`config.mk`:
```
export PLATFORM = sky130hd
export DESIGN_NAME = rmp_mfp_top
export DESIGN_NICKNAME = d
export VERILOG_FILES = /design/src/rmp_pkg.sv /design/src/rmp_sync.sv /design/src/rmp_mfp_top.sv
export SDC_FILE = /design/constraint.sdc
export NUM_CORES = 1
export LEC_CHECK = 0
export BUFFER_PORTS_ARGS = -buffer_cell sky130_fd_sc_hd__buf_2
export CAP_MARGIN = 5
export CORE_UTILIZATION = 60
export CTS_BUF_LIST = sky130_fd_sc_hd__clkbuf_4 sky130_fd_sc_hd__clkbuf_8 sky130_fd_sc_hd__clkbuf_16
export DETAILED_ROUTE_END_ITERATION = 8
export PLACE_DENSITY = 0.87
export RECOVER_POWER = 50
export SYNTH_ARGS = -nofsm -noshare
export SYNTH_HDL_FRONTEND = slang
export SYNTH_SLANG_ARGS = --single-unit
```
`constraint.sdc`:
```
create_clock -name sys_clk -period 3.5 [get_ports sys_clk]
set_input_delay 0.35 -clock sys_clk [delete_from_list [all_inputs] [get_ports sys_clk]]
set_output_delay 0.35 -clock sys_clk [all_outputs]
set_load 0.005 [all_outputs]
```
`src/rmp_pkg.sv`:
```
package rmp_pkg;

  // Control register map
  localparam logic [7:0] CTRL_ADDR = 8'h07;
  localparam logic [7:0] CTRL_RESET = 8'h80;
  localparam logic [7:0] READ_ZERO = 8'h00;

  // Control register layout, bit 7 first
  typedef struct packed {
    logic gp_out_level;
    logic square_wave_enable;
    logic alarm1_enable;
    logic alarm0_enable;
    logic ext_clock_input_enable;
    logic coarse_trim_enable;
    logic [1:0] square_wave_freq_select;
  } rmp_ctrl_t;

  // Postscaler codes
  typedef enum logic [1:0] {
    FS_DIV_FULL = 2'b00,
    FS_DIV8 = 2'b01,
    FS_DIV4 = 2'b10,
    FS_RAW = 2'b11
  } rmp_fsel_t;

  // Pin modes
  typedef enum logic [1:0] {
    MODE_GPO = 2'b00,
    MODE_ALARM = 2'b01,
    MODE_SQW = 2'b10
  } rmp_mode_t;

  // Postscaler tap positions
  localparam int TAP_DIV8 = 2;
  localparam int TAP_DIV4 = 1;
  localparam int TAP_64HZ = 8;

  // Trim timing: last second index of a normal trim interval
  localparam logic [5:0] SEC_LAST = 6'h3b;
  localparam logic [5:0] SEC_ZERO = 6'h00;

  // Synchroniser lanes
  localparam int LANE_OSC = 0;
  localparam int LANE_EXT = 1;
  localparam int LANE_BKP = 2;
  localparam int LANES = 3;

endpackage

```
`src/rmp_sync.sv`:
```
`timescale 1ns/1ns
module rmp_sync #(
  parameter int W = 1
) (
  // Clock and reset
  input wire logic sys_clk,
  input wire logic nrst,
  // Data
  input wire logic [W-1:0] d,
  output logic [W-1:0] q
);
  logic [W-1:0] meta_r;

  // Two flip-flop stages per lane
  genvar i;
  generate
    for (i = 0; i < W; i++) begin : g_lane
      always_ff @(posedge sys_clk) begin
        if (!nrst) begin
          meta_r[i] <= 1'b0;
          q[i] <= 1'b0;
        end else begin
          meta_r[i] <= d[i];
          q[i] <= meta_r[i];
        end
      end
    end
  endgenerate
endmodule

```
`src/rmp_mfp_top.sv`:
```
`timescale 1ns/1ns
// Function
// Square-wave enable puts a clock on the pin, over alarm and GPO modes.
// Frequency select: 00 full divide to 1 Hz, 01 by 8, 10 by 4, 11 undivided.
// Code 11 carries the raw timebase, untouched by trimming.
// Divided square-wave outputs come after the trim stage and show corrections.
// No square wave while running from backup supply.
// Alarm mode when an alarm is enabled and square wave is off.
// Alarm output keeps working on backup supply.
// One alarm, polarity 1: pin equals that alarm's match flag.
// One alarm, polarity 0: pin is the inverse of that match flag.
// Both alarms, polarity 1: pin is OR of both flags.
// Both alarms, polarity 0: pin is NAND of both flags.
// All enables clear: pin follows the general-purpose output bit.
// No general-purpose level while running from backup supply.
// Pin is open drain; high comes only from an external pull-up.
// External clock enable takes the timebase from the external clock pin.
// Coarse trim corrects every second; square wave then gives trimmed 64 Hz.
module rmp_mfp_top #(
  parameter int POST_W = 15
) (
  // Clock and reset
  input wire logic sys_clk,
  input wire logic nrst,
  // Control register port
  input wire logic reg_wr,
  input wire logic reg_rd,
  input wire logic [7:0] reg_addr,
  input wire logic [7:0] reg_wdata,
  output logic [7:0] reg_rdata,
  // Timebase and supply pins
  input wire logic osc_clk_in,
  input wire logic ext_clk_in,
  input wire logic on_backup,
  // Alarm and trim state
  input wire logic alarm0_match_flag,
  input wire logic alarm1_match_flag,
  input wire logic alarm_pin_polarity,
  input wire logic trim_subtract,
  input wire logic [6:0] trim_steps,
  // Multi-function pin
  output logic multi_function_pin_o,
  output logic multi_function_pin_oe
);
  localparam int TAP_FULL = POST_W - 1;

  if (POST_W < 9 || POST_W > 16) begin : g_bad_post_w
    $error("POST_W out of range");
  end

  rmp_pkg::rmp_ctrl_t ctrl_r;
  logic [rmp_pkg::LANES-1:0] pins_raw;
  logic [rmp_pkg::LANES-1:0] pins_s;
  logic tb_level;
  logic tb_prev_r;
  logic osc_tick;
  logic bk;
  logic [7:0] pend_r;
  logic sub_r;
  logic ins_done_r;
  logic insert;
  logic drop;
  logic trimmed_tick;
  logic [POST_W-1:0] post_cnt_r;
  logic sec_wrap;
  logic [5:0] sec_cnt_r;
  logic trim_evt_r;
  logic pin_level;
  rmp_pkg::rmp_mode_t mode;

  // Pin mode decode
  function automatic rmp_pkg::rmp_mode_t mode_of(input rmp_pkg::rmp_ctrl_t c);
    if (c.square_wave_enable) begin
      mode_of = rmp_pkg::MODE_SQW;
    end else if (c.alarm0_enable || c.alarm1_enable) begin
      mode_of = rmp_pkg::MODE_ALARM;
    end else begin
      mode_of = rmp_pkg::MODE_GPO;
    end
  endfunction

  // Trimmed square-wave tap
  function automatic logic sq_tap(input rmp_pkg::rmp_ctrl_t c, input logic [POST_W-1:0] n);
    if (c.coarse_trim_enable) begin
      sq_tap = n[rmp_pkg::TAP_64HZ];
    end else begin
      unique case (rmp_pkg::rmp_fsel_t'(c.square_wave_freq_select))
        rmp_pkg::FS_DIV_FULL: sq_tap = n[TAP_FULL];
        rmp_pkg::FS_DIV8: sq_tap = n[rmp_pkg::TAP_DIV8];
        rmp_pkg::FS_DIV4: sq_tap = n[rmp_pkg::TAP_DIV4];
        rmp_pkg::FS_RAW: sq_tap = n[TAP_FULL];
      endcase
    end
  endfunction

  assign mode = mode_of(ctrl_r);

  // Control register
  always_ff @(posedge sys_clk) begin
    if (!nrst) begin
      ctrl_r <= rmp_pkg::rmp_ctrl_t'(rmp_pkg::CTRL_RESET);
    end else if (reg_wr && reg_addr == rmp_pkg::CTRL_ADDR) begin
      ctrl_r <= rmp_pkg::rmp_ctrl_t'(reg_wdata);
    end
  end

  // Read data
  always_ff @(posedge sys_clk) begin
    if (!nrst) begin
      reg_rdata <= rmp_pkg::READ_ZERO;
    end else if (reg_rd) begin
      reg_rdata <= (reg_addr == rmp_pkg::CTRL_ADDR) ? ctrl_r : rmp_pkg::READ_ZERO;
    end
  end

  // Pin synchronisers
  assign pins_raw = {on_backup, ext_clk_in, osc_clk_in};

  rmp_sync #(
    .W(rmp_pkg::LANES)
  ) u_sync (
    .sys_clk(sys_clk),
    .nrst(nrst),
    .d(pins_raw),
    .q(pins_s)
  );

  assign bk = pins_s[rmp_pkg::LANE_BKP];
  assign tb_level = ctrl_r.ext_clock_input_enable ?
                    pins_s[rmp_pkg::LANE_EXT] : pins_s[rmp_pkg::LANE_OSC];

  // Timebase edge
  always_ff @(posedge sys_clk) begin
    if (!nrst) begin
      tb_prev_r <= 1'b0;
    end else begin
      tb_prev_r <= tb_level;
    end
  end

  assign osc_tick = tb_level && !tb_prev_r;

  // Trim stage: drop or insert two cycles per step
  assign drop = osc_tick && sub_r && pend_r != 8'h00;
  assign insert = !osc_tick && !sub_r && pend_r != 8'h00 && !ins_done_r;
  assign trimmed_tick = (osc_tick && !drop) || insert;

  always_ff @(posedge sys_clk) begin
    if (!nrst) begin
      pend_r <= 8'h00;
      sub_r <= 1'b0;
    end else if (trim_evt_r) begin
      pend_r <= {trim_steps, 1'b0};
      sub_r <= trim_subtract;
    end else if (drop || insert) begin
      pend_r <= pend_r - 8'h01;
    end
  end

  // One inserted cycle per timebase period
  always_ff @(posedge sys_clk) begin
    if (!nrst) begin
      ins_done_r <= 1'b0;
    end else if (osc_tick) begin
      ins_done_r <= 1'b0;
    end else if (insert) begin
      ins_done_r <= 1'b1;
    end
  end

  // Postscaler on trimmed cycles
  always_ff @(posedge sys_clk) begin
    if (!nrst) begin
      post_cnt_r <= '0;
    end else if (trimmed_tick) begin
      post_cnt_r <= post_cnt_r + 1'b1;
    end
  end

  assign sec_wrap = trimmed_tick && (&post_cnt_r);

  // Seconds within trim interval
  always_ff @(posedge sys_clk) begin
    if (!nrst) begin
      sec_cnt_r <= rmp_pkg::SEC_ZERO;
    end else if (sec_wrap) begin
      sec_cnt_r <= (sec_cnt_r == rmp_pkg::SEC_LAST) ? rmp_pkg::SEC_ZERO : sec_cnt_r + 6'h01;
    end
  end

  // Trim event: each second in coarse mode, else each minute
  always_ff @(posedge sys_clk) begin
    if (!nrst) begin
      trim_evt_r <= 1'b0;
    end else begin
      trim_evt_r <= sec_wrap &&
                    (ctrl_r.coarse_trim_enable || sec_cnt_r == rmp_pkg::SEC_LAST);
    end
  end

  // Pin level selection
  always_comb begin
    pin_level = 1'b1;
    unique case (mode)
      rmp_pkg::MODE_SQW: begin
        if (bk) begin
          pin_level = 1'b1;
        end else if (!ctrl_r.coarse_trim_enable &&
                     ctrl_r.square_wave_freq_select == rmp_pkg::FS_RAW) begin
          pin_level = tb_level;
        end else begin
          pin_level = sq_tap(ctrl_r, post_cnt_r);
        end
      end
      rmp_pkg::MODE_ALARM: begin
        if (ctrl_r.alarm0_enable && ctrl_r.alarm1_enable) begin
          pin_level = alarm_pin_polarity ? (alarm0_match_flag || alarm1_match_flag)
                                         : !(alarm0_match_flag && alarm1_match_flag);
        end else begin
          pin_level = (ctrl_r.alarm0_enable ? alarm0_match_flag : alarm1_match_flag) ==
                      alarm_pin_polarity;
        end
      end
      rmp_pkg::MODE_GPO: begin
        pin_level = bk ? 1'b1 : ctrl_r.gp_out_level;
      end
    endcase
  end

  // Open-drain driver: low when enabled, released otherwise
  always_ff @(posedge sys_clk) begin
    if (!nrst) begin
      multi_function_pin_o <= 1'b0;
      multi_function_pin_oe <= 1'b0;
    end else begin
      multi_function_pin_o <= 1'b0;
      multi_function_pin_oe <= !pin_level;
    end
  end
endmodule

```
# After elaboration in Yosys (flattened, before gate mapping)
# Cells that the tools add are included.
# word_totals
memories	0
regBits	56
out_inout_bits	10
mem_bits_rw	0
latchBits	0
elab_cells	85
romBits	0
input_bits	34
# classes
add_sub_neg	3
eq_ne	8
n_bitwise	1
shift	0
reduce_logical	34
order_cmp	0
div_mod_pow	0
n_mul	0
muxes	16
# op_table
cell	n
2-to-1 mux 8 bit	3
adder 15 x 1 -> 15 bit (second input constant)	1
AND reduction 15 bit	1
logical AND 1 bit	13
2-to-1 mux 1 bit	9
equality test 8 x 3 -> 1 bit (second input constant)	1
zero test 1 bit	8
nonzero test 8 bit	1
subtractor 8 x 1 -> 8 bit (second input constant)	1
adder 6 x 1 -> 6 bit (second input constant)	1
equality test 2 bit (second input constant)	3
equality test 6 bit (second input constant)	1
2-to-1 mux 6 bit	1
one-hot mux 1 bit (3 select lines)	2
OR reduction 2 bit	3
logical OR 1 bit	5
equality test 2 x 1 -> 1 bit (second input constant)	2
zero test 2 bit	2
2-to-1 mux 2 bit	1
nonzero test 2 bit	1
equality test 1 bit	1
NOT 1 bit	1

# Depth between registers and ports, before layout
# Gate-level depths: netlist of the first run.
# depth
depth_word	9
ltp_mapped	8
depth_no_buf	7

# Modules after synthesis
# From an unflattened synthesis of the first run, not the netlist that was laid out.
# hier_totals
hier_cells	302
area_unflattened_um2	2602.5
# by_module_without_submodules
mod	area_per_inst_um2	instances	seq_area_each_um2	cells_each
rmp_mfp_top	2444.8	1	1001.0	290
rmp_sync	157.7	1	120.1	12

# Worst setup path before layout of the first run
# Ideal clock, no wire load.
# synth_path
path_kind	register to register
startpoint	reg pend_r[0]
endpoint	reg post_cnt_r[11]
required_ns	3.430
period_less_slack_ns	2.126
setup_slack_ns	1.374
arrival_ns	2.055
setup_time_ns	0.070
path_buffers	1
stages_incl_launch_ff	9
cell_sequence	dfxtp_1 inv_1 ha_1 or4b_4 o21ai_4 o211ai_2 buf_6 or4_1 a21oi_1
# synth_via
elab_chain_len	5
word_cells_on_any_way	7
cone_classes	reduce/logical: 7
# synth_lines
element	line_no	text
start, declared	rmp_mfp_top.sv:58	logic [7:0] pend_r;
start signal, assigned	rmp_mfp_top.sv:153	pend_r <= {trim_steps, 1'b0};
start signal, assigned	rmp_mfp_top.sv:156	pend_r <= pend_r - 8'h01;
nonzero test 8 bit *	rmp_mfp_top.sv:144, rmp_mfp_top.sv:145	
logical AND 1 bit	rmp_mfp_top.sv:144	assign drop = osc_tick && sub_r && pend_r != 8'h00;
zero test 1 bit	rmp_mfp_top.sv:146	assign trimmed_tick = (osc_tick && !drop) || insert;
logical AND 1 bit	rmp_mfp_top.sv:146	
logical OR 1 bit *	rmp_mfp_top.sv:146	
end signal, assigned	rmp_mfp_top.sv:176	post_cnt_r <= post_cnt_r + 1'b1;
end, declared	rmp_mfp_top.sv:64	logic [POST_W-1:0] post_cnt_r;
# Every way passes the cells marked *; elsewhere a longest branch is shown, timed or not.
# A chain may end at the register's enable or synchronous reset.

# Final worst setup path of the first run
# layout_path
startpoint	reg pend_r[0]
endpoint	reg sec_cnt_r[2]
# layout_via
elab_chain_len	6
word_cells_on_any_way	8
cone_classes	reduce/logical: 8
# layout_lines
element	line_no	text
nonzero test 8 bit *	rmp_mfp_top.sv:144, rmp_mfp_top.sv:145	
logical AND 1 bit	rmp_mfp_top.sv:144	
zero test 1 bit	rmp_mfp_top.sv:146	
logical AND 1 bit	rmp_mfp_top.sv:146	
logical OR 1 bit *	rmp_mfp_top.sv:146	
logical AND 1 bit *	rmp_mfp_top.sv:180	assign sec_wrap = trimmed_tick && (&post_cnt_r);
end signal, assigned	rmp_mfp_top.sv:185	sec_cnt_r <= rmp_pkg::SEC_ZERO;
end signal, assigned	rmp_mfp_top.sv:187	sec_cnt_r <= (sec_cnt_r == rmp_pkg::SEC_LAST) ? rmp_pkg::SEC_ZERO : sec_cnt_r + 6'h01;
end, declared	rmp_mfp_top.sv:66	logic [5:0] sec_cnt_r;
# Marked as above.

==> results of run 1 <==
==> cell usage after synthesis, types with 3 or more instances <==
| cell type | count |
|---|---|
| xnor2_1 | 5 |
| or3_2 | 3 |
| o211ai_1 | 5 |
| inv_1 | 13 |
| o31ai_1 | 5 |
| nor2_1 | 38 |
| dfxtp_1 | 56 |
| or4_1 | 8 |
| or3_1 | 6 |
| nand3_1 | 10 |
| o21ai_0 | 20 |
| mux2i_1 | 11 |
| nand2_1 | 13 |
| clkbuf_1 | 9 |
| ha_1 | 7 |
| xor2_1 | 3 |
| and2_1 | 8 |
| a21oi_1 | 25 |
| nor2b_1 | 11 |
| nand3b_1 | 3 |
| a211oi_1 | 3 |
| nor3_1 | 11 |
==> critical path: cells and delay by family, from the launching register on <==
| family | cells | cell delay [ns] |
|---|---|---|
| flip-flops | 1 | 0.37 |
| buffers and inverters | 1 | 0.10 |
| adder cells (fa/ha/maj) | 1 | 0.17 |
| AND/OR/NAND/NOR | 2 | 1.04 |
| AO/OA/AOI/OAI | 3 | 0.82 |
==> through the flow <==
step	setup slack [ns]	cells	hold WS, ns	power (mW)	utilization
after floorplan	1.37	303	0.412	1.09	-
after global placement	1.09	383	0.416	1.16	0.692
after detailed placement	1.01	383	0.420	1.18	0.692
after CTS	0.954	391	0.223	1.54	0.714
after global routing	0.796	391	0.223	1.63	0.712
final	0.946	391	0.227	1.54	0.712
==> cell usage in the layout (no fill, tap or decap), types with 3 or more instances in the layout <==
| master | instances |
|---|---|
| clkbuf_1 | 6 |
| nor2_1 | 38 |
| clkbuf_8 | 5 |
| buf_2 | 37 |
| dfxtp_1 | 56 |
| nor2b_1 | 11 |
| xnor2_1 | 5 |
| ha_1 | 7 |
| or4_1 | 8 |
| nand3b_1 | 3 |
| inv_1 | 13 |
| nand3_1 | 10 |
| a211oi_1 | 3 |
| or3_1 | 6 |
| nand2_1 | 13 |
| o31ai_1 | 5 |
| o21ai_0 | 20 |
| a21oi_1 | 25 |
| o211ai_1 | 5 |
| nor3_1 | 11 |
| xor2_1 | 3 |
| or3_2 | 3 |
| and2_1 | 6 |
| mux2i_1 | 11 |
==> state kept, by name, summed over array words and instances, names as in the netlist <==
register and flops:
u_sync.meta_r 3, trim_evt_r 1, multi_function_pin_oe 1, ins_done_r 1, tb_prev_r 1, u_sync.q 3, reg_rdata 8, ctrl_r 8
post_cnt_r 15, pend_r 8, sub_r 1, sec_cnt_r 6
==> routing by layer <==
metal,vias up,track usage,share of wire
met1,1059,0.301,0.46
met3,8,0.0417,0.034
li1,1148,-,-
met4,0,0.120,0.015
met5,-,0,0
met2,43,0.443,0.49
==> kinds of logic (layout without fill, tap and decap cells) <==
| logic type | after synthesis | in the layout | share of synthesized area |
|---|---|---|---|
| AND/OR/NAND/NOR | 123 | 123 | 0.252 |
| AO/OA/AOI/OAI | 70 | 70 | 0.168 |
| flip-flops | 56 | 56 | 0.430 |
| buffers and inverters | 26 | 64 | 0.0418 |
| multiplexers | 12 | 12 | 0.0466 |
| XOR/XNOR | 8 | 8 | 0.0269 |
| adder cells (fa/ha/maj) | 7 | 7 | 0.0336 |
| other | 1 | 1 | 0.00144 |
==> cell type report <==
class	count	area [sq um]	area share
timing repair buffer	43	208	0.0714
clock buffer	5	68.8	0.0237
multi-input combinational	221	1380	0.473
sequential	56	1120	0.386
inverter	13	48.8	0.0168
tap	50	62.6	0.0215
clock inverter	3	22.5	0.00775
==> how the worst max path moves through the flow <==
stage / to / slack [ns] / cells after the start
finish: sec_cnt_r[2]$_SDFFE_PN0P_ / 0.95 / 7
global placement: sec_cnt_r[2]$_SDFFE_PN0P_ / 1.09 / 7
floorplan: post_cnt_r[11]$_SDFFE_PN0P_ / 1.37 / 8
detailed placement: sec_cnt_r[2]$_SDFFE_PN0P_ / 1.01 / 7
global route: sec_cnt_r[2]$_SDFFE_PN0P_ / 0.80 / 7
CTS: sec_cnt_r[2]$_SDFFE_PN0P_ / 0.95 / 7
==> power by group through the flow <==
stage                     clock network (mW)  registers [mW]  logic, mW
final                                  0.362           0.754      0.425
after global routing                   0.396           0.762      0.472
after CTS                              0.366           0.752      0.423
after detailed placement                   0           0.762      0.414
after global placement                     0           0.760      0.400
after floorplan                            0           0.750      0.336
==> qor.txt, run 1 <==
status = finished, final reports clean
vias in the first global route = 2039
Port Buffers = 42
# IOs = 44
r2r worst-path depth = 7
GR Overflow Total = 0
Final Cell Area = 2910 sq um
ys async rst share = 0
Final Critical Period = 2.55 ns
max incr delay on CP = 0.56 ns
worst-case clock skew = 0.00884 ns
Worst-Skew Late Latency = 0.32 ns
Leak = 1.12 nW
Die Wd = 67.9 um
CTS HTree Levels = 2
Sw Ratio = 0.334
drt total wl = 5.29 mm
crit-path cells = inv_1 -> ha_1 -> or4b_4 -> o21ai_4 -> o2111ai_1 -> or4_1 -> a21oi_1
fraction of layout cells with a size suffix above 1 = 0.167
Sw Pwr = 0.514 mW
Worst-Margin Slew = 0.977 ns
GRT Total Usage = 0.254
root buffer cell = clkbuf_8
Internal Power = 1.03 mW
post-synth top area cell = dfxtp_1
Hold Path End = u_sync.meta_r[1]$_SDFF_PN0_
final-layout fill cell count = 340
maxcap violations = 0
Pwr per Cell Area = 530 nW/um^2
Max Root-Sink Buffers = 2
Synth area leaders = dfxtp_1 43%, nor2_1 5.5%, a21oi_1 4.8%, mux2i_1 4.2%, o21ai_0 3.8%
Syn Area/Cell = 8.60 sq um
Ant. Diodes = 0
slew margin rel. = 0.349
antenna-violating nets left = 0
CTS sink count = 56
Fin. Hold Viols = 0
unrepaired setup endpoints after global routing = false
P&R area growth vs syn = 11.6%
Synth cell types = 47
Routability Congestion = 0.835
hold crit path type = in2reg
largest net degree at the start of global routing = 25
hold buffers post-CTS = 0
Slew Limit Fails = 0
RR Endpoint = sec_cnt_r[2]$_SDFFE_PN0P_
Flop pwr share = 0.489
CTS tree = done
crit path max-delay cell type = or4_1
CP Data Arrival Time = 2.80 ns
Worst-path clk slew = 0.10 ns
post-synthesis cell count = 303
die area = 4610 sq um
drt drc = 0
first-pass GRT wire length = 8.78 mm
Final TNS setup = 0 ns
Synth top area share = 0.430
Post-synth EDFFs = 0
DIE HEIGHT = 67.9 um
VDD IR-drop max = 469 uV
iteration-0 DRC count of the detailed router = 138
slack of the worst reg-to-reg path = 0.95 ns
fin crit share = 0.730
Post-CTS Setup Inserts = 0
nets = 381
num rows = 23
Vias per Instance = 5.77
Core Box Area = 4090 sq um
HPWL Detailed = 3.62 mm
Inserted Clock Buffers = 5
largest fanout on the critical path = 13
launch point of the worst path = pend_r[0]$_SDFFE_PP0P_
Worst Setup Start Kind = flop
vias = 2258
YS warnings = 0
drt first pass iters = 5
sequential cell area fraction in the yosys report = 0.430
PostCTS Resize Cnt = 0
Max Fclk = 391 MHz
Seq cells post-synth = 56
Hold Startpoint = ext_clk_in
clock power share = 0.235
ys flop type = dfxtp_1
Mapped Area = 2610 sq um
initial antenna violation count = 0
Initial Utilization = 0.638
CP required = 3.75 ns
WL/cell = 13.5 um
DP Area = 2830 sq um
nature of the critical path endpoint = flop
Worst Hold Path Cells = 2
Comb pwr share = 0.276
Reg-to-Reg Start = pend_r[0]$_SDFFE_PP0P_
crit path kind = reg2reg
Net Count, Synth = 344
final setup vio count = 0
Note: power is estimated with default switching activity, not from simulation.
==> inputs of run 2 (changes only) <==
- ABC_AREA: unset -> 1
- CORE_UTILIZATION: 60 -> 51
- PLACE_DENSITY: 0.87 -> 0.79
- clock period: 3.5 -> 2.2 ns (I/O delays scaled with it)
==> qor.txt, run 2 <==
ys async rst share = 0 (unchanged)
hold crit path type = in2reg (unchanged)
iteration-0 DRC count of the detailed router = 57 (was 138)
YS warnings = 0 (unchanged)
Mapped Area = 2830 sq um (was 2610 sq um)
sequential cell area fraction in the yosys report = 0.397 (was 0.430)
Seq cells post-synth = 56 (unchanged)
ys flop type = dfxtp_1 (unchanged)
worst-case clock skew = 0.0109 ns (was 0.00884 ns)
DP Area = 3040 sq um (was 2830 sq um)
largest fanout on the critical path = 25 (was 13)
drt drc = 0 (unchanged)
nets = 491 (was 381)
Post-synth EDFFs = 0 (unchanged)
Net Count, Synth = 456 (was 344)
crit path max-delay cell type = dfxtp_1 (was or4_1)
Final Critical Period = 1.74 ns (was 2.55 ns)
synth cell count leaders = 112 x nand2_1, 56 x dfxtp_1, 51 x nor2_1, 42 x a21oi_1, 37 x inv_1 (was 56 x dfxtp_1, 38 x nor2_1, 25 x a21oi_1, 20 x o21ai_0)
Inserted Clock Buffers = 5 (unchanged)
num rows = 26 (was 23)
nature of the critical path endpoint = flop (unchanged)
initial antenna violation count = 0 (unchanged)
drt total wl = 5.57 mm (was 5.29 mm)
Ant. Diodes = 0 (unchanged)
non-filler instance count after layout = 521 (was 391)
Leak = 1.33 nW (was 1.12 nW)
root buffer cell = clkbuf_8 (unchanged)
post-synth top area cell = dfxtp_1 (unchanged)
status = finished, final reports clean (unchanged)
Slew Limit Fails = 0 (unchanged)
vias = 2603 (was 2258)
VDD IR-drop max = 431 uV (was 469 uV)
Final TNS setup = 0 ns (unchanged)
WL/cell = 10.7 um (was 13.5 um)
hold buffers post-CTS = 0 (unchanged)
fraction of layout cells with a size suffix above 1 = 0.131 (was 0.167)
Fin. Hold Viols = 0 (unchanged)
Core Box Area = 5200 sq um (was 4090 sq um)
Final Cell Area = 3170 sq um (was 2910 sq um)
most used cell, CP = nand2_1
max incr delay on CP = 0.36 ns (was 0.56 ns)
Vias per Instance = 5.00 (was 5.77)
P&R area growth vs syn = 12.3% (was 11.6%)
fin crit share = 0.790 (was 0.730)
CTS tree = done (unchanged)
crit-path cells = inv_1 -> ha_1 -> nand2_1 -> nor2_2 -> nor2_1 -> nand2_2 -> nand2_4 -> inv_2 -> nand2_1 -> a21oi_1 (was inv_1 -> ha_1 -> or4b_4 -> o21ai_4 -> o2111ai_1 -> or4_1 -> a21oi_1)
top-count cell post-synth = nand2_1 (was dfxtp_1)
Worst Setup Start Kind = flop (unchanged)
CTS HTree Levels = 2 (unchanged)
Max Root-Sink Buffers = 2 (unchanged)
GR Overflow Total = 0 (unchanged)
Max Fclk = 575 MHz (was 391 MHz)
unrepaired setup endpoints after global routing = false (unchanged)
CTS sink count = 56 (unchanged)
most flop-heavy register = post_cnt_r (unchanged)
most frequent cells in the layout = 112 x nand2_1, 56 x dfxtp_1, 51 x nor2_1, 42 x a21oi_1, 37 x inv_1 (was 56 x dfxtp_1, 38 x nor2_1, 37 x buf_2, 25 x a21oi_1, 20 x o21ai_0)
Synth cell types = 30 (was 47)
largest net degree at the start of global routing = 30 (was 25)
Worst-Margin Slew = 1.15 ns (was 0.977 ns)
HPWL Detailed = 4.02 mm (was 3.62 mm)
Port Buffers = 42 (unchanged)
CP required = 2.37 ns (was 3.75 ns)
Die Wd = 76.4 um (was 67.9 um)
Initial Utilization = 0.543 (was 0.638)
slew margin rel. = 0.230 (was 0.349)
Largest register FFs = 15 (unchanged)
PostCTS Resize Cnt = 0 (unchanged)
maxcap violations = 0 (unchanged)
DIE HEIGHT = 76.4 um (was 67.9 um)
Worst-Skew Late Latency = 0.31 ns (was 0.32 ns)
antenna-violating nets left = 0 (unchanged)
Routability Congestion = 0.869 (was 0.835)
crit path kind = reg2reg (unchanged)
Synth top area share = 0.397 (was 0.430)
CP Data Arrival Time = 1.91 ns (was 2.80 ns)
# IOs = 44 (unchanged)
post-synthesis cell count = 415 (was 303)
vias in the first global route = 2317 (was 2039)
drt first pass iters = 4 (was 5)
commonest non-fill, non-tap cell in the layout = nand2_1 (was dfxtp_1)
die area = 5840 sq um (was 4610 sq um)
Worst-path clk slew = 0.10 ns (about the same)
GRT Total Usage = 0.202 (was 0.254)
Syn Area/Cell = 6.81 sq um (was 8.60 sq um)
Synth area leaders = dfxtp_1 40%, nand2_1 15%, a21oi_1 7.4%, nor2_1 6.8%, inv_1 4.9% (was dfxtp_1 43%, nor2_1 5.5%, a21oi_1 4.8%, mux2i_1 4.2%, o21ai_0 3.8%)
Post-CTS Setup Inserts = 0 (unchanged)
first-pass GRT wire length = 9.68 mm (was 8.78 mm)
Pwr per Cell Area = 887 nW/um^2 (was 530 nW/um^2)
DP Cell Count = 513 (was 383)
final setup vio count = 0 (unchanged)
==> run 2: power by group <==
| group | leakage, nW | internal (mW) | switching, mW |
|---|---|---|---|
| clock network | 0.0687 | 0.458 | 0.334 |
| registers | 0.456 | 1.11 | 0.0934 |
| logic | 0.806 | 0.307 | 0.509 |
| total | 1.33 | 1.88 | 0.937 |
==> run 2: final timing paths <==
kind	cells after the start	start	slack, ns	endpoint
max	10	pend_r[0]$_SDFFE_PP0P_	0.46	post_cnt_r[9]$_SDFFE_PN0P_
min	3	on_backup	0.09	u_sync.meta_r[2]$_SDFF_PN0_
max reg2reg	10	pend_r[0]$_SDFFE_PP0P_	0.46	post_cnt_r[9]$_SDFFE_PN0P_
min reg2reg	2	u_sync.meta_r[1]$_SDFF_PN0_	0.42	u_sync.q[1]$_SDFF_PN0_
==> run 2: area by class of cell <==
cell class	instances	area [sq um]
clock buffers	5	68.8
repair buffers	42	203
inverters	40	150
fillers	502	2030
multi-input cells	305	1470
well taps	70	87.6
flip-flops and latches	56	1120
clock inverters	3	68.8
==> run 2: routing by layer <==
metal,GRT usage,part of all wire
met2,0.376,0.49
met4,0.0596,0.012
met5,0,0
met3,0.0443,0.039
met1,0.227,0.46
==> run 2: critical path: cells and delay by family (launching register included) <==
kind	cells	cell delay, ns
adder cells (fa/ha/maj)	1	0.20
AND/OR/NAND/NOR	6	0.74
buffers and inverters	2	0.25
AO/OA/AOI/OAI	1	0.06
flip-flops	1	0.36
==> run 2: kinds of logic after synthesis <==
kind of cell               after synthesis  share of synthesized area
and+or+nand+nor                        219                      0.328
AOI/OAI and AO/OA                       62                      0.112
DFF                                     56                      0.397
buffers and inverters                   54                     0.0815
xor gates and xnor gates                16                     0.0496
adders and majority gates                7                     0.0310
other                                    1                    0.00133
==> run 2: stage by stage <==
step	setup WS, ns	utilization	power, mW	hold slack [ns]
after floorplan	0.744	-	1.94	0.318
after global placement	0.566	0.585	2.02	0.398
after detailed placement	0.491	0.585	2.04	0.398
after CTS	0.466	0.611	2.84	0.0830
after global routing	0.235	0.610	3.01	0.0713
final	0.461	0.610	2.81	0.0920
==> inputs of run 3 (changes only) <==
- ABC_AREA: 1 -> 0
- CORE_UTILIZATION: 51 -> 50
- PLACE_DENSITY: 0.79 -> 0.78
- clock period: 2.2 -> 1.5 ns (I/O delays scaled with it)
==> qor.txt, run 3 (synthesized netlist as in run 1, its figures left out) <==
met3 Usage GRT = 0.0596 (was 0.0443)
Worst-Skew Late Latency = 0.32 ns (was 0.31 ns)
largest net degree at the start of global routing = 28 (was 30)
VDD IR-drop max = 1140 uV (was 431 uV)
vias = 2608 (was 2603)
antenna-violating nets left = 0 (unchanged)
P&R area growth vs syn = 39.0% (was 12.3%)
Max Fclk = 461 MHz (was 575 MHz)
initial antenna violation count = 0 (unchanged)
violated checks = negative setup slack
unrepaired setup endpoints after global routing = true (was false)
DIE HEIGHT = 74.2 um (was 76.4 um)
fraction of layout cells with a size suffix above 1 = 0.361 (was 0.131)
GR peak layer = met2 (unchanged)
Worst-Margin Slew = 0.778 ns (was 1.15 ns)
Final Critical Period = 2.17 ns (was 1.74 ns)
crit path kind = reg2reg (unchanged)
Final Cell Area = 3620 sq um (was 3170 sq um)
CP required = 1.76 ns (was 2.37 ns)
Initial Utilization = 0.534 (was 0.543)
commonest non-fill, non-tap cell in the layout = buf_4 (was nand2_1)
worst-case clock skew = 0.00515 ns (was 0.0109 ns)
# IOs = 44 (unchanged)
die area = 5500 sq um (was 5840 sq um)
Worst Setup Start Kind = flop (unchanged)
Pwr per Cell Area = 1280 nW/um^2 (was 887 nW/um^2)
most flop-heavy register = post_cnt_r (unchanged)
WL/cell = 14.4 um (was 10.7 um)
final core occ = 0.743 (was 0.610)
iteration-0 DRC count of the detailed router = 172 (was 57)
Tot Pwr = 4.62 mW (was 2.81 mW)
non-filler instance count after layout = 471 (was 521)
drt total wl = 6.77 mm (was 5.57 mm)
final setup vio count = 31 (was 0)
status = finished, violations left (was finished, final reports clean)
Fin. Hold Viols = 0 (unchanged)
nets = 444 (was 491)
vias in the first global route = 2480 (was 2317)
Vias per Instance = 5.54 (was 5.00)
Leak = 1.47 nW (was 1.33 nW)
nature of the critical path endpoint = flop (unchanged)
hold crit path type = in2reg (unchanged)
CTS tree = done (unchanged)
DP Cell Count = 456 (was 513)
DP Area = 3300 sq um (was 3040 sq um)
maxcap violations = 0 (unchanged)
Worst-path clk slew = 0.10 ns (about the same)
CP Data Arrival Time = 2.43 ns (was 1.91 ns)
Port Buffers = 42 (unchanged)
Slew Limit Fails = 0 (unchanged)
drt drc = 0 (unchanged)
root buffer cell = clkbuf_8 (unchanged)
Die Wd = 74.2 um (was 76.4 um)
GR Overflow Total = 0 (unchanged)
num rows = 25 (was 26)
GRT Total Usage = 0.249 (was 0.202)
Ant. Diodes = 0 (unchanged)
Core Box Area = 4880 sq um (was 5200 sq um)
CTS sink count = 56 (unchanged)
GR met1 Demand/Resource = 0.263 (was 0.227)
slew margin rel. = 0.481 (was 0.230)
drt first pass iters = 4 (unchanged)
Max Root-Sink Buffers = 2 (unchanged)
Inserted Clock Buffers = 5 (unchanged)
HPWL Detailed = 4.45 mm (was 4.02 mm)
first-pass GRT wire length = 10.3 mm (was 9.68 mm)
largest fanout on the critical path = 9 (was 25)
most frequent cells in the layout = 54 x buf_4, 52 x dfxtp_1, 37 x buf_2, 36 x nor2_1, 22 x a21oi_1 (was 112 x nand2_1, 56 x dfxtp_1, 51 x nor2_1, 42 x a21oi_1, 37 x inv_1)
CTS HTree Levels = 2 (unchanged)
Routability Congestion = 0.871 (was 0.869)
fin crit share = 1.45 (was 0.790)
M2 GR Usage = 0.475 (was 0.376)
Largest register FFs = 15 (unchanged)
Final WS setup = -0.668 ns (was 0.461 ns)
Final TNS setup = -16.47 ns (was 0 ns)
-- run 3: where the power goes --
part / internal [mW] / switching, mW
clock: 0.515 / 0.508
combinational: 0.995 / 0.887
sequential: 1.62 / 0.0938
total: 3.13 / 1.49
-- run 3: layout make-up --
type / instances / area, sq um
clock buffer: 6 / 76.3
sequential: 56 / 1130
multi-input combinational: 221 / 1550
inverter: 13 / 48.8
tap: 67 / 83.8
clock inverter: 2 / 35.0
fill: 347 / 1260
timing repair buffer: 106 / 707
-- run 3: critical path, stage by stage (launching register included) --
cell and delay, ns:
dfxtp_2 0.34, inv_2 0.07, ha_4 0.13, or4b_4 0.48, o21ai_4 0.21, o211ai_1 0.12
buf_4 0.20, or4_4 0.42, a21oi_2 0.13
-- run 3: metal layers --
metal / wire length, um / part of all wire
met5: 0 / 0
met4: 133 / 0.020
met3: 242 / 0.036
met2: 3500 / 0.52
met1: 2900 / 0.43
-- run 3: timing repair --
action / 4_1_cts / 5_1_grt
pin swaps: 10 / 12
setup buffers: 5 / 3
endpoints found under the setup margin: 32 / 32
endpoints found under the hold margin: 0 / 0
hold buffers: 0 / 0
cloned: 0 / 0
gates resized for setup: 18 / 26
-- run 3: final timing paths --
kind | from | to | slack (ns) | depth (start not counted)
worst min register to register | u_sync.meta_r[1]$_SDFF_PN0_ | u_sync.q[1]$_SDFF_PN0_ | 0.46 | 1
worst max-delay path | pend_r[1]$_SDFFE_PN0P_ | post_cnt_r[12]$_SDFFE_PN0P_ | -0.67 | 8
worst min-delay path | ext_clk_in | u_sync.meta_r[1]$_SDFF_PN0_ | 0.03 | 2
worst max register to register | pend_r[1]$_SDFFE_PN0P_ | post_cnt_r[12]$_SDFFE_PN0P_ | -0.67 | 8
-- run 3: stage by stage --
step	setup WS, ns	hold WS [ns]
3_5_place_dp	-0.644	0.362
3_3_place_gp	-0.573	0.355
5_1_grt	-0.748	0.0341
6_report	-0.668	0.0329
2_1_floorplan	-0.575	0.275
4_1_cts	-0.603	0.0267
